**src/design/ssr_pkg.sv**
```systemverilog
// Shared constants and types for the converter serial readout link.
`default_nettype none
package ssr_pkg;

    ////////////////////////////////////////////////////////////////////////
    localparam int WORD_BITS = 16;
    localparam int CLK_PERIOD_NS = 20;

    // Longest conversion time; the device finishes within it, so it rounds
    // down to whole clock cycles.
    localparam int CONV_MAX_NS = 710;
    localparam int CONV_CYCLES = CONV_MAX_NS / CLK_PERIOD_NS;
    localparam logic [5:0] CONV_LAST = 6'(CONV_CYCLES - 1);

    // Host wait after the trigger edge: conversion plus pin sync slack.
    localparam int SYNC_SLACK_CYCLES = 6;
    localparam logic [5:0] WAIT_LAST =
        6'(CONV_CYCLES + SYNC_SLACK_CYCLES - 1);

    // Host settle time between output enable and the first shift edge.
    localparam logic [5:0] SETTLE_LAST = 6'h07;

    // Host shift clock half period, made by dividing the system clock.
    localparam int SCK_HALF_NS = 160;
    localparam int SCK_HALF_CYCLES = SCK_HALF_NS / CLK_PERIOD_NS;
    localparam logic [5:0] SCK_HALF_LAST = 6'(SCK_HALF_CYCLES - 1);

    // Falling shift edges in one result word; also the chain delay.
    localparam logic [4:0] WORD_EDGES = 5'h10;

    // Pin positions inside the device input synchroniser vector.
    localparam int PIN_TRIG = 0;
    localparam int PIN_SCK = 1;
    localparam int PIN_SEL = 2;
    localparam int PIN_COUNT = 3;

    // Values after reset.
    localparam logic [15:0] WORD_RST = 16'h0000;
    localparam logic [5:0] CNT_RST = 6'h00;
    localparam logic [7:0] BITS_RST = 8'h00;

    ////////////////////////////////////////////////////////////////////////
    typedef enum logic {
        SSR_MODE_CHAIN = 1'b0,
        SSR_MODE_SELECT = 1'b1
    } ssr_mode_t;

    typedef enum logic [1:0] {
        DEV_IDLE = 2'b00,
        DEV_CONV = 2'b01,
        DEV_LOAD = 2'b11
    } ssr_dev_state_t;

    typedef enum logic [2:0] {
        HOST_IDLE = 3'b000,
        HOST_ARM = 3'b001,
        HOST_WAIT = 3'b011,
        HOST_ENA = 3'b010,
        HOST_HIGH = 3'b110,
        HOST_LOW = 3'b111,
        HOST_FIN = 3'b101
    } ssr_host_state_t;

endpackage : ssr_pkg
`default_nettype wire

```
**src/design/ssr_link_if.sv**
```systemverilog
// Link wires between the host controller and the converter readout.
`timescale 1ns/10ps
`default_nettype none
interface ssr_link_if;

    logic conv_trigger;
    logic shift_clk;
    logic chain_in_select;
    logic result_out;
    logic result_out_oe_n;
    wire result_line;

    // Shared output wire; a pull-up holds it high while it is released.
    assign result_line = result_out_oe_n ? 1'b1 : result_out;

    modport dev (
        input conv_trigger,
        input shift_clk,
        input chain_in_select,
        output result_out,
        output result_out_oe_n
    );

    modport host (
        output conv_trigger,
        output shift_clk,
        output chain_in_select,
        input result_line
    );

endinterface : ssr_link_if
`default_nettype wire

```
**src/design/ssr_device_end.sv**
```systemverilog
// Converter end of the serial readout link: conversion timing and shifter.
`timescale 1ns/10ps
`default_nettype none

// What this block and the host end do
// Trigger rising edge starts a new conversion.
// Select line low at trigger: chain mode.
// Select line high at trigger: select mode.
// Select mode: output enabled when either input low, until all 16 bits of the loaded word are out.
// Chain mode: host holds trigger high during readout.
// Host clocks; result shifts out with that clock.
// Chain mode: input reappears after 16 shift clocks.
// Chain input takes upstream output, words concatenate.
// Result is a two's-complement word, zero midscale.
// Host waits the conversion time before reading.
// Most significant bit valid once output enabled.
// Output advances on each shift clock falling edge.
// Conversion runs on internal clock, no shifting needed.
// Select mode: output released when not enabled.
// Host reads MSB first, 16 bits per converter.
module ssr_device_end (
    input wire logic clock_i,
    input wire logic rst_i,
    input wire logic [15:0] sample_i,
    output logic conv_busy_o,
    output logic conv_done_o,
    output logic select_mode_o,
    ssr_link_if.dev link
);

    ////////////////////////////////////////////////////////////////////////
    // Rising edge of a synchronised level against its previous value.
    function automatic logic is_rise(input logic now_v, input logic prev_v);
        is_rise = now_v & ~prev_v;
    endfunction : is_rise

    ////////////////////////////////////////////////////////////////////////
    logic [ssr_pkg::PIN_COUNT-1:0] pin_raw;
    logic [ssr_pkg::PIN_COUNT-1:0] pin_meta_reg;
    logic [ssr_pkg::PIN_COUNT-1:0] pin_sync_reg;
    logic [ssr_pkg::PIN_COUNT-1:0] pin_prev_reg;

    ssr_pkg::ssr_dev_state_t state_reg;
    ssr_pkg::ssr_dev_state_t state_next;
    ssr_pkg::ssr_mode_t mode_reg;
    ssr_pkg::ssr_mode_t mode_next;
    logic [5:0] conv_cnt_reg;
    logic [5:0] conv_cnt_next;
    logic [15:0] sample_reg;
    logic [15:0] sample_next;
    logic [15:0] shreg_reg;
    logic [15:0] shreg_next;
    logic [4:0] fall_cnt_reg;
    logic [4:0] fall_cnt_next;
    logic out_reg;
    logic oe_n_reg;
    logic busy_reg;
    logic done_reg;

    assign pin_raw[ssr_pkg::PIN_TRIG] = link.conv_trigger;
    assign pin_raw[ssr_pkg::PIN_SCK] = link.shift_clk;
    assign pin_raw[ssr_pkg::PIN_SEL] = link.chain_in_select;

    ////////////////////////////////////////////////////////////////////////
    // Two-flop synchronisers for every link pin; the meta stage feeds only
    // the sync stage.
    genvar gi;
    generate
        for (gi = 0; gi < ssr_pkg::PIN_COUNT; gi++) begin : g_sync
            always_ff @(posedge clock_i) begin
                if (rst_i) begin
                    pin_meta_reg[gi] <= 1'b0;
                    pin_sync_reg[gi] <= 1'b0;
                    pin_prev_reg[gi] <= 1'b0;
                end else begin
                    pin_meta_reg[gi] <= pin_raw[gi];
                    pin_sync_reg[gi] <= pin_meta_reg[gi];
                    pin_prev_reg[gi] <= pin_sync_reg[gi];
                end
            end
        end
    endgenerate

    ////////////////////////////////////////////////////////////////////////
    wire trig_lvl = pin_sync_reg[ssr_pkg::PIN_TRIG];
    wire sel_lvl = pin_sync_reg[ssr_pkg::PIN_SEL];
    wire trig_rise = is_rise(trig_lvl, pin_prev_reg[ssr_pkg::PIN_TRIG]);
    wire sck_fall = is_rise(~pin_sync_reg[ssr_pkg::PIN_SCK],
                            ~pin_prev_reg[ssr_pkg::PIN_SCK]);
    wire is_select = (mode_reg == ssr_pkg::SSR_MODE_SELECT);
    wire word_out_done = (fall_cnt_reg == ssr_pkg::WORD_EDGES);
    // Either input low enables; after the last bit the line is released.
    wire sel_enabled = (~trig_lvl | ~sel_lvl) & ~word_out_done;
    wire conv_end = (state_reg == ssr_pkg::DEV_CONV) &
                    (conv_cnt_reg == ssr_pkg::CONV_LAST);
    wire load_word = (state_reg == ssr_pkg::DEV_LOAD);
    wire oe_n_next = is_select ? ~sel_enabled : 1'b0;
    wire out_next = shreg_reg[ssr_pkg::WORD_BITS-1];

    ////////////////////////////////////////////////////////////////////////
    // Conversion sequencer; it counts system clocks only, so a conversion
    // completes even while the shift clock stands still.
    always_comb begin
        state_next = state_reg;
        conv_cnt_next = conv_cnt_reg;
        mode_next = mode_reg;
        sample_next = sample_reg;
        if (trig_rise) begin
            // A new edge restarts the conversion and re-reads the mode.
            state_next = ssr_pkg::DEV_CONV;
            conv_cnt_next = ssr_pkg::CNT_RST;
            sample_next = sample_i;
            mode_next = sel_lvl ? ssr_pkg::SSR_MODE_SELECT
                                : ssr_pkg::SSR_MODE_CHAIN;
        end else begin
            case (state_reg)
                ssr_pkg::DEV_IDLE: begin
                    conv_cnt_next = ssr_pkg::CNT_RST;
                end
                ssr_pkg::DEV_CONV: begin
                    conv_cnt_next = conv_cnt_reg + 6'h01;
                    if (conv_end) begin
                        state_next = ssr_pkg::DEV_LOAD;
                    end
                end
                ssr_pkg::DEV_LOAD: begin
                    state_next = ssr_pkg::DEV_IDLE;
                end
                default: begin
                    state_next = ssr_pkg::DEV_IDLE;
                end
            endcase
        end
    end

    ////////////////////////////////////////////////////////////////////////
    // Output shifter. A fresh result wins over a shift edge in the same
    // cycle.
    always_comb begin
        shreg_next = shreg_reg;
        fall_cnt_next = fall_cnt_reg;
        if (load_word) begin
            // The code goes out as is: two's complement, zero at midscale.
            shreg_next = sample_reg;
            fall_cnt_next = 5'h00;
        end else if (sck_fall) begin
            if (!is_select) begin
                // Upstream data enters the bottom and leaves the top after
                // a full word of edges.
                shreg_next = {shreg_reg[14:0], sel_lvl};
            end else if (sel_enabled) begin
                shreg_next = {shreg_reg[14:0], 1'b0};
                fall_cnt_next = fall_cnt_reg + 5'h01;
            end
        end
    end

    ////////////////////////////////////////////////////////////////////////
    always_ff @(posedge clock_i) begin
        if (rst_i) begin
            state_reg <= ssr_pkg::DEV_IDLE;
            mode_reg <= ssr_pkg::SSR_MODE_SELECT;
            conv_cnt_reg <= ssr_pkg::CNT_RST;
            sample_reg <= ssr_pkg::WORD_RST;
        end else begin
            state_reg <= state_next;
            mode_reg <= mode_next;
            conv_cnt_reg <= conv_cnt_next;
            sample_reg <= sample_next;
        end
    end

    always_ff @(posedge clock_i) begin
        if (rst_i) begin
            shreg_reg <= ssr_pkg::WORD_RST;
            fall_cnt_reg <= ssr_pkg::WORD_EDGES;
        end else begin
            shreg_reg <= shreg_next;
            fall_cnt_reg <= fall_cnt_next;
        end
    end

    always_ff @(posedge clock_i) begin
        if (rst_i) begin
            out_reg <= 1'b0;
            oe_n_reg <= 1'b1;
            busy_reg <= 1'b0;
            done_reg <= 1'b0;
        end else begin
            out_reg <= out_next;
            oe_n_reg <= oe_n_next;
            busy_reg <= (state_next == ssr_pkg::DEV_CONV);
            done_reg <= conv_end & ~trig_rise;
        end
    end

    ////////////////////////////////////////////////////////////////////////
    assign link.result_out = out_reg;
    assign link.result_out_oe_n = oe_n_reg;
    assign conv_busy_o = busy_reg;
    assign conv_done_o = done_reg;
    assign select_mode_o = mode_reg;

endmodule : ssr_device_end
`default_nettype wire

```
**src/flat_wrapper.sv**
```systemverilog
// flat-port wrapper written by rule: the top's interface ports become plain ports
module ssr_device_end_flat 
  (clock_i, rst_i, sample_i, conv_busy_o, conv_done_o, select_mode_o, link_conv_trigger, link_shift_clk, link_chain_in_select, link_result_out, link_result_out_oe_n);
  ssr_link_if link_i ();
  input wire logic clock_i;
  input wire logic rst_i;
  input wire logic [15:0] sample_i;
  output logic conv_busy_o;
  output logic conv_done_o;
  output logic select_mode_o;
  input wire logic [$bits(link_i.conv_trigger)-1:0] link_conv_trigger;
  input wire logic [$bits(link_i.shift_clk)-1:0] link_shift_clk;
  input wire logic [$bits(link_i.chain_in_select)-1:0] link_chain_in_select;
  output wire logic [$bits(link_i.result_out)-1:0] link_result_out;
  output wire logic [$bits(link_i.result_out_oe_n)-1:0] link_result_out_oe_n;
  assign link_i.conv_trigger = link_conv_trigger;
  assign link_i.shift_clk = link_shift_clk;
  assign link_i.chain_in_select = link_chain_in_select;
  assign link_result_out = link_i.result_out;
  assign link_result_out_oe_n = link_i.result_out_oe_n;
  ssr_device_end u_core (.clock_i(clock_i), .rst_i(rst_i), .sample_i(sample_i), .conv_busy_o(conv_busy_o), .conv_done_o(conv_done_o), .select_mode_o(select_mode_o), .link(link_i));
endmodule
```
**config.mk**
```make
export PLATFORM = sky130hd
export DESIGN_NAME = ssr_device_end_flat
export DESIGN_NICKNAME = d
export VERILOG_FILES = /design/src/design/ssr_pkg.sv /design/src/design/ssr_link_if.sv /design/src/design/ssr_device_end.sv /design/src/flat_wrapper.sv
export SDC_FILE = /design/constraint.sdc
export NUM_CORES = 1
export LEC_CHECK = 0
export ABC_AREA = 1
export BUFFER_PORTS_ARGS = -buffer_cell sky130_fd_sc_hd__buf_2
export CORE_UTILIZATION = 65
export CTS_BUF_LIST = sky130_fd_sc_hd__clkbuf_8
export DETAILED_ROUTE_END_ITERATION = 6
export PLACE_DENSITY = 0.95
export RECOVER_POWER = 25
export SYNTH_ARGS = -nofsm -noshare
export SYNTH_HDL_FRONTEND = slang
export SYNTH_SLANG_ARGS = --single-unit
```
**constraint.sdc**
```tcl
create_clock -name clock_i -period 3.9 [get_ports clock_i]
set_clock_uncertainty 0.2 [all_clocks]
set_input_delay 0.78 -clock clock_i [delete_from_list [all_inputs] [get_ports clock_i]]
set_output_delay 0.78 -clock clock_i [all_outputs]
set_load 0.01 [all_outputs]
```
* After elaboration in Yosys (flattened, before gate mapping)
Cells that the tools add are included.
** Word-level totals
- ROM bits :: 0
- Memories :: 0
- Word-level logic and storage cells :: 64
- Bits of input ports :: 21
- Latch bits :: 0
- Bits in writable memories :: 0
- Register bits :: 58
** Operators by class
- Reductions and logical operators :: 10
- Bitwise gates (word level) :: 13
- Shift operators :: 0
- Multipliers :: 0
- Eq/ne operators :: 6
- Add/sub/neg operators :: 2
- Div/mod/pow operators :: 0
- Multiplexer cells :: 14
- Order comparisons :: 0
** Operator list (number)
- 16-bit two-way mux :: 4
- 5-bit two-way mux :: 4
- 6-bit case mux with 2 select lines :: 1
- 2-bit nonzero test :: 4
- 1-bit inverter :: 7
- 6-bit by 1-bit adder with 6-bit output (second input constant) :: 1
- 6-bit equality test (second input constant) :: 1
- 3-bit AND reduction :: 2
- 5-bit by 1-bit adder with 5-bit output (second input constant) :: 1
- 1-bit AND :: 5
- 5-bit equality test (second input constant) :: 1
- 2-bit by 1-bit equality test with 1-bit output (second input constant) :: 2
- 2-bit two-way mux :: 2
- 2-bit case mux with 2 select lines :: 1
- 2-bit OR reduction :: 2
- 3-bit != test (second input constant) :: 1
- 2-bit equality test (second input constant) :: 1
- 2-bit zero test :: 1
- 1-bit two-way mux :: 2
- 2-bit AND reduction :: 1
- 1-bit OR :: 1

* Logic depth before layout (Yosys ltp)
- Depth in word-level cells :: 7
- Depth in mapped cells :: 11

* Least setup slack after synthesis
No wires, ideal clock.
- Path kind :: input -> register
- Start point :: input port rst_i
- End point :: register u_core.mode_reg (netlist: u_core.select_mode_o)
- Data arrival time :: 1258 ps
- Buffers on the path :: 2
- Data required time :: 3566 ps
- Path slack :: 2309 ps
- Stages on the path :: 4
- Cell sequence :: inv_1 -> buf_2 -> buf_2 -> o221ai_1
** RTL lines
- from (decl) :: RTL line flat_wrapper.sv:6 : input wire logic rst_i;
- to (signal assigned) :: RTL line ssr_device_end.sv:162 : mode_reg <= ssr_pkg::SSR_MODE_SELECT;
- to (signal assigned) :: RTL line ssr_device_end.sv:167 : mode_reg <= mode_next;
- to (decl) :: RTL line ssr_device_end.sv:45 : ssr_pkg::ssr_mode_t mode_reg;
No word-level cell between the ends.

* Final worst setup path
- Start point :: register u_core.state_reg[1]
- End point :: register u_core.shreg_reg[0]
** On the way
- Word-level cells in the longest chain between the ends :: 3
- Elaborated cells between the ends (all ways) :: 5
** RTL lines
- from (decl) :: RTL line ssr_device_end.sv:43 : ssr_pkg::ssr_dev_state_t state_reg;
- from (signal assigned) :: RTL line ssr_device_end.sv:161 : state_reg <= ssr_pkg::DEV_IDLE;
- from (signal assigned) :: RTL line ssr_device_end.sv:166 : state_reg <= state_next;
- 2-bit equality test (*) :: RTL line ssr_device_end.sv:96 : wire load_word = (state_reg == ssr_pkg::DEV_LOAD);
- 3-bit != test (no line) or 2-bit nonzero test (tied branches)
- 2-bit AND reduction (no line)
- to (signal assigned) :: RTL line ssr_device_end.sv:175 : shreg_reg <= ssr_pkg::WORD_RST;
- to (signal assigned) :: RTL line ssr_device_end.sv:178 : shreg_reg <= shreg_next;
- to (decl) :: RTL line ssr_device_end.sv:51 : logic [15:0] shreg_reg;
Every way passes the cells marked *; elsewhere a longest branch is shown, timed or not.
A chain may end at the register's enable or synchronous reset.

==> impl_metrics.json <==
{
  "cp-start-kind": "flip-flop",
  "synth_edf_count": 0,
  "ys_async_sr_fraction_pct": 0,
  "cp.arrival_ps": 2470,
  "die_area_sq_um": 4178,
  "grt_max_degree": 36,
  "fmax_mhz": 417.1,
  "ant_nets": 0,
  "synthXorXnorAreaFrac_pct": 0.6869,
  "p_leak_nw": 1.249,
  "nFillCells": 244,
  "clock-sinks": 58,
  "grt_pass1_wl_um": 9308,
  "synth-simple-area-share_pct": 26.50,
  "num_rows": 22,
  "final_util_pct": 76.50,
  "worst_pin_slew_ps": 972.5,
  "finalSetupViolations": 0,
  "synth_top_flop_cell": "dfxtp_1",
  "fin_crit_sh_pct": 61.48,
  "io_buffers": 25,
  "antenna_found_initial": 0,
  "vias": 2328,
  "core-area_sq_um": 3716,
  "synth_compound_area_share_pct": 15.21,
  "clk_path_buf_depth": 2,
  "maxCapViolCount": 0,
  "status": "complete, no violations",
  "hold_violations": 0,
  "synth-seq-cells": 58,
  "cts_tree": "yes",
  "grt_pass1_vias": 2223,
  "rsz0062_at_grt": "no",
  "multi_input_area_sq_um": 1124,
  "syn_to_final_growth_pct": 11.48,
  "power_density_nw_per_um2": 446.6,
  "critPathKind": "reg2reg",
  "yosys_warnings": 0,
  "netlist_instances": 339,
  "synthDistinctLibCells": 34,
  "critPathCaptureType": "flip-flop",
  "routed_via_density": 5.664,
  "wire_per_inst_um": 13.54,
  "die_w_um": 64.64,
  "path_max_fanout": 35,
  "hold_path.class": "reg2reg",
  "antenna_cells": 0,
  "ctsResizeCount": 0,
  "setup_tns_ps": 0,
  "drc": 0,
  "cts_root_buf": "clkbuf_8",
  "groute.usage.overall_pct": 29.01,
  "dr.first_iter.drc_count": 144,
  "drive_above_1_share_pct": 12.67,
  "place_congestion": 0.8993,
  "synthMuxAreaShare_pct": 0,
  "syn_nets": 364,
  "start_util_pct": 68.62,
  "layout.nets": 383,
  "h-tree-depth": 3,
  "grt_remaining_overflow": 0,
  "pin_count": 26,
  "clk_pin_slew_ps": 60,
  "synth_top_family_by_area": "simple AND/OR/NAND/NOR gates",
  "postCtsHoldBufs": 0,
  "drtPass1Iterations": 4,
  "syn_area_per_cell_sq_um": 7.522,
  "dpl.hpwl_um": 3278,
  "register_area_sq_um": 1161,
  "netlist_area_sq_um": 2550,
  "synth_seq_area_share_pct": 45.53,
  "fin_crit_ps": 2398,
  "cts-buffers-inserted": 9,
  "worstSkewPairLatency_ps": 340,
  "peakVddDrop_mv": 0.3499,
  "cp.required_ps": 3970,
  "wl_um": 5566,
  "synth-adder-area-share_pct": 1.963,
  "cts_setup_buffers": 0,
  "drv_slew": 0,
  "die_y_um": 64.64,
  "slew_headroom_pct": 35.01
}
synthesized netlist by cell type, types with 3 or more instances:
cell type / instances / area share (%)
ha_1: 4 / 2.0
o21ai_1: 12 / 2.4
nand2_1: 63 / 9.3
nor2_1: 38 / 5.6
a21oi_1: 37 / 7.3
buf_2: 7 / 1.4
inv_1: 38 / 5.6
buf_4: 4 / 1.2
nand3_1: 14 / 2.7
clkbuf_1: 3 / 0.44
nand4_1: 3 / 0.74
nand3b_1: 15 / 4.4
o21ai_0: 19 / 3.7
dfxtp_1: 58 / 46
metal layers:
metal  global-route usage [%]  wire, um
met1                    33.85      2337
met2                    48.55      2719
met5                        0         0
met3                    7.746       385
met4                    15.00       124
cell usage in the layout (no fill, tap or decap), types with 4 or more instances in the layout:
| cell | synthesis | routed |
|---|---|---|
| nand2_1 | 63 | 63 |
| dfxtp_1 | 58 | 58 |
| inv_1 | 38 | 42 |
| nor2_1 | 38 | 39 |
| a21oi_1 | 37 | 37 |
| buf_2 | 7 | 24 |
| o21ai_0 | 19 | 19 |
| nand3b_1 | 15 | 15 |
| nand3_1 | 14 | 14 |
| clkbuf_8 | 0 | 13 |
| o21ai_1 | 12 | 12 |
| ha_1 | 4 | 4 |
stage by stage:
stage / instances / instance area, sq um / setup WS [ps] / total power, mW / hold WS (ps)
final: 411 / 2843 / 1502 / 1.270 / 213.3
after detailed placement: 395 / 2635 / 1605 / 0.6923 / 208.7
after global routing: 411 / 2843 / 1326 / 1.309 / 236.4
after floorplan: 339 / 2550 / 2309 / 0.6741 / 188.3
after CTS: 411 / 2851 / 1554 / 1.270 / 218.2
after global placement: 395 / 2635 / 1721 / 0.6888 / 192.1
worst paths after layout:
kind / cells past startpoint / end / slack (ps) / start
worst max-delay path: 6 / u_core.shreg_reg[0] / 1500 / u_core.state_reg[1]
worst min-delay path: 2 / u_core.pin_sync_reg[1] / 210 / u_core.pin_meta_reg[1]
worst max register to register: 6 / u_core.shreg_reg[0] / 1500 / u_core.state_reg[1]
worst min register to register: 2 / u_core.pin_sync_reg[1] / 210 / u_core.pin_meta_reg[1]
worst max-delay path, cell delays in order, from the launching register on:
cell	delay [ps]
dfxtp_1	560
nand2_4	310
nand2_1	820
nand2_1	160
nand2_1	110
nand2_1	70
nor2_1	100
logic make-up after synthesis:
family / count (synthesis)
AOI/OAI and AO/OA: 74
and+or+nand+nor: 143
DFF: 58
adders and majority gates: 4
buffers and inverters: 58
xor gates and xnor gates: 2
where the power goes:
group	total [mW]	switching (mW)	internal, mW
registers	0.616	0.00770	0.608
clock network	0.588	0.228	0.360
logic	0.0651	0.0428	0.0223
area by class of cell:
cell class / instances / share of cell area (%)
Clock buffer: 13 / 6.294
Clock inverter: 3 / 1.320
Inverter: 40 / 5.282
Multi-Input combinational cell: 223 / 39.52
Sequential cell: 58 / 40.84
Tap cell: 48 / 2.113
Timing Repair Buffer: 26 / 4.621
Note: power is estimated with default switching activity, not from simulation.
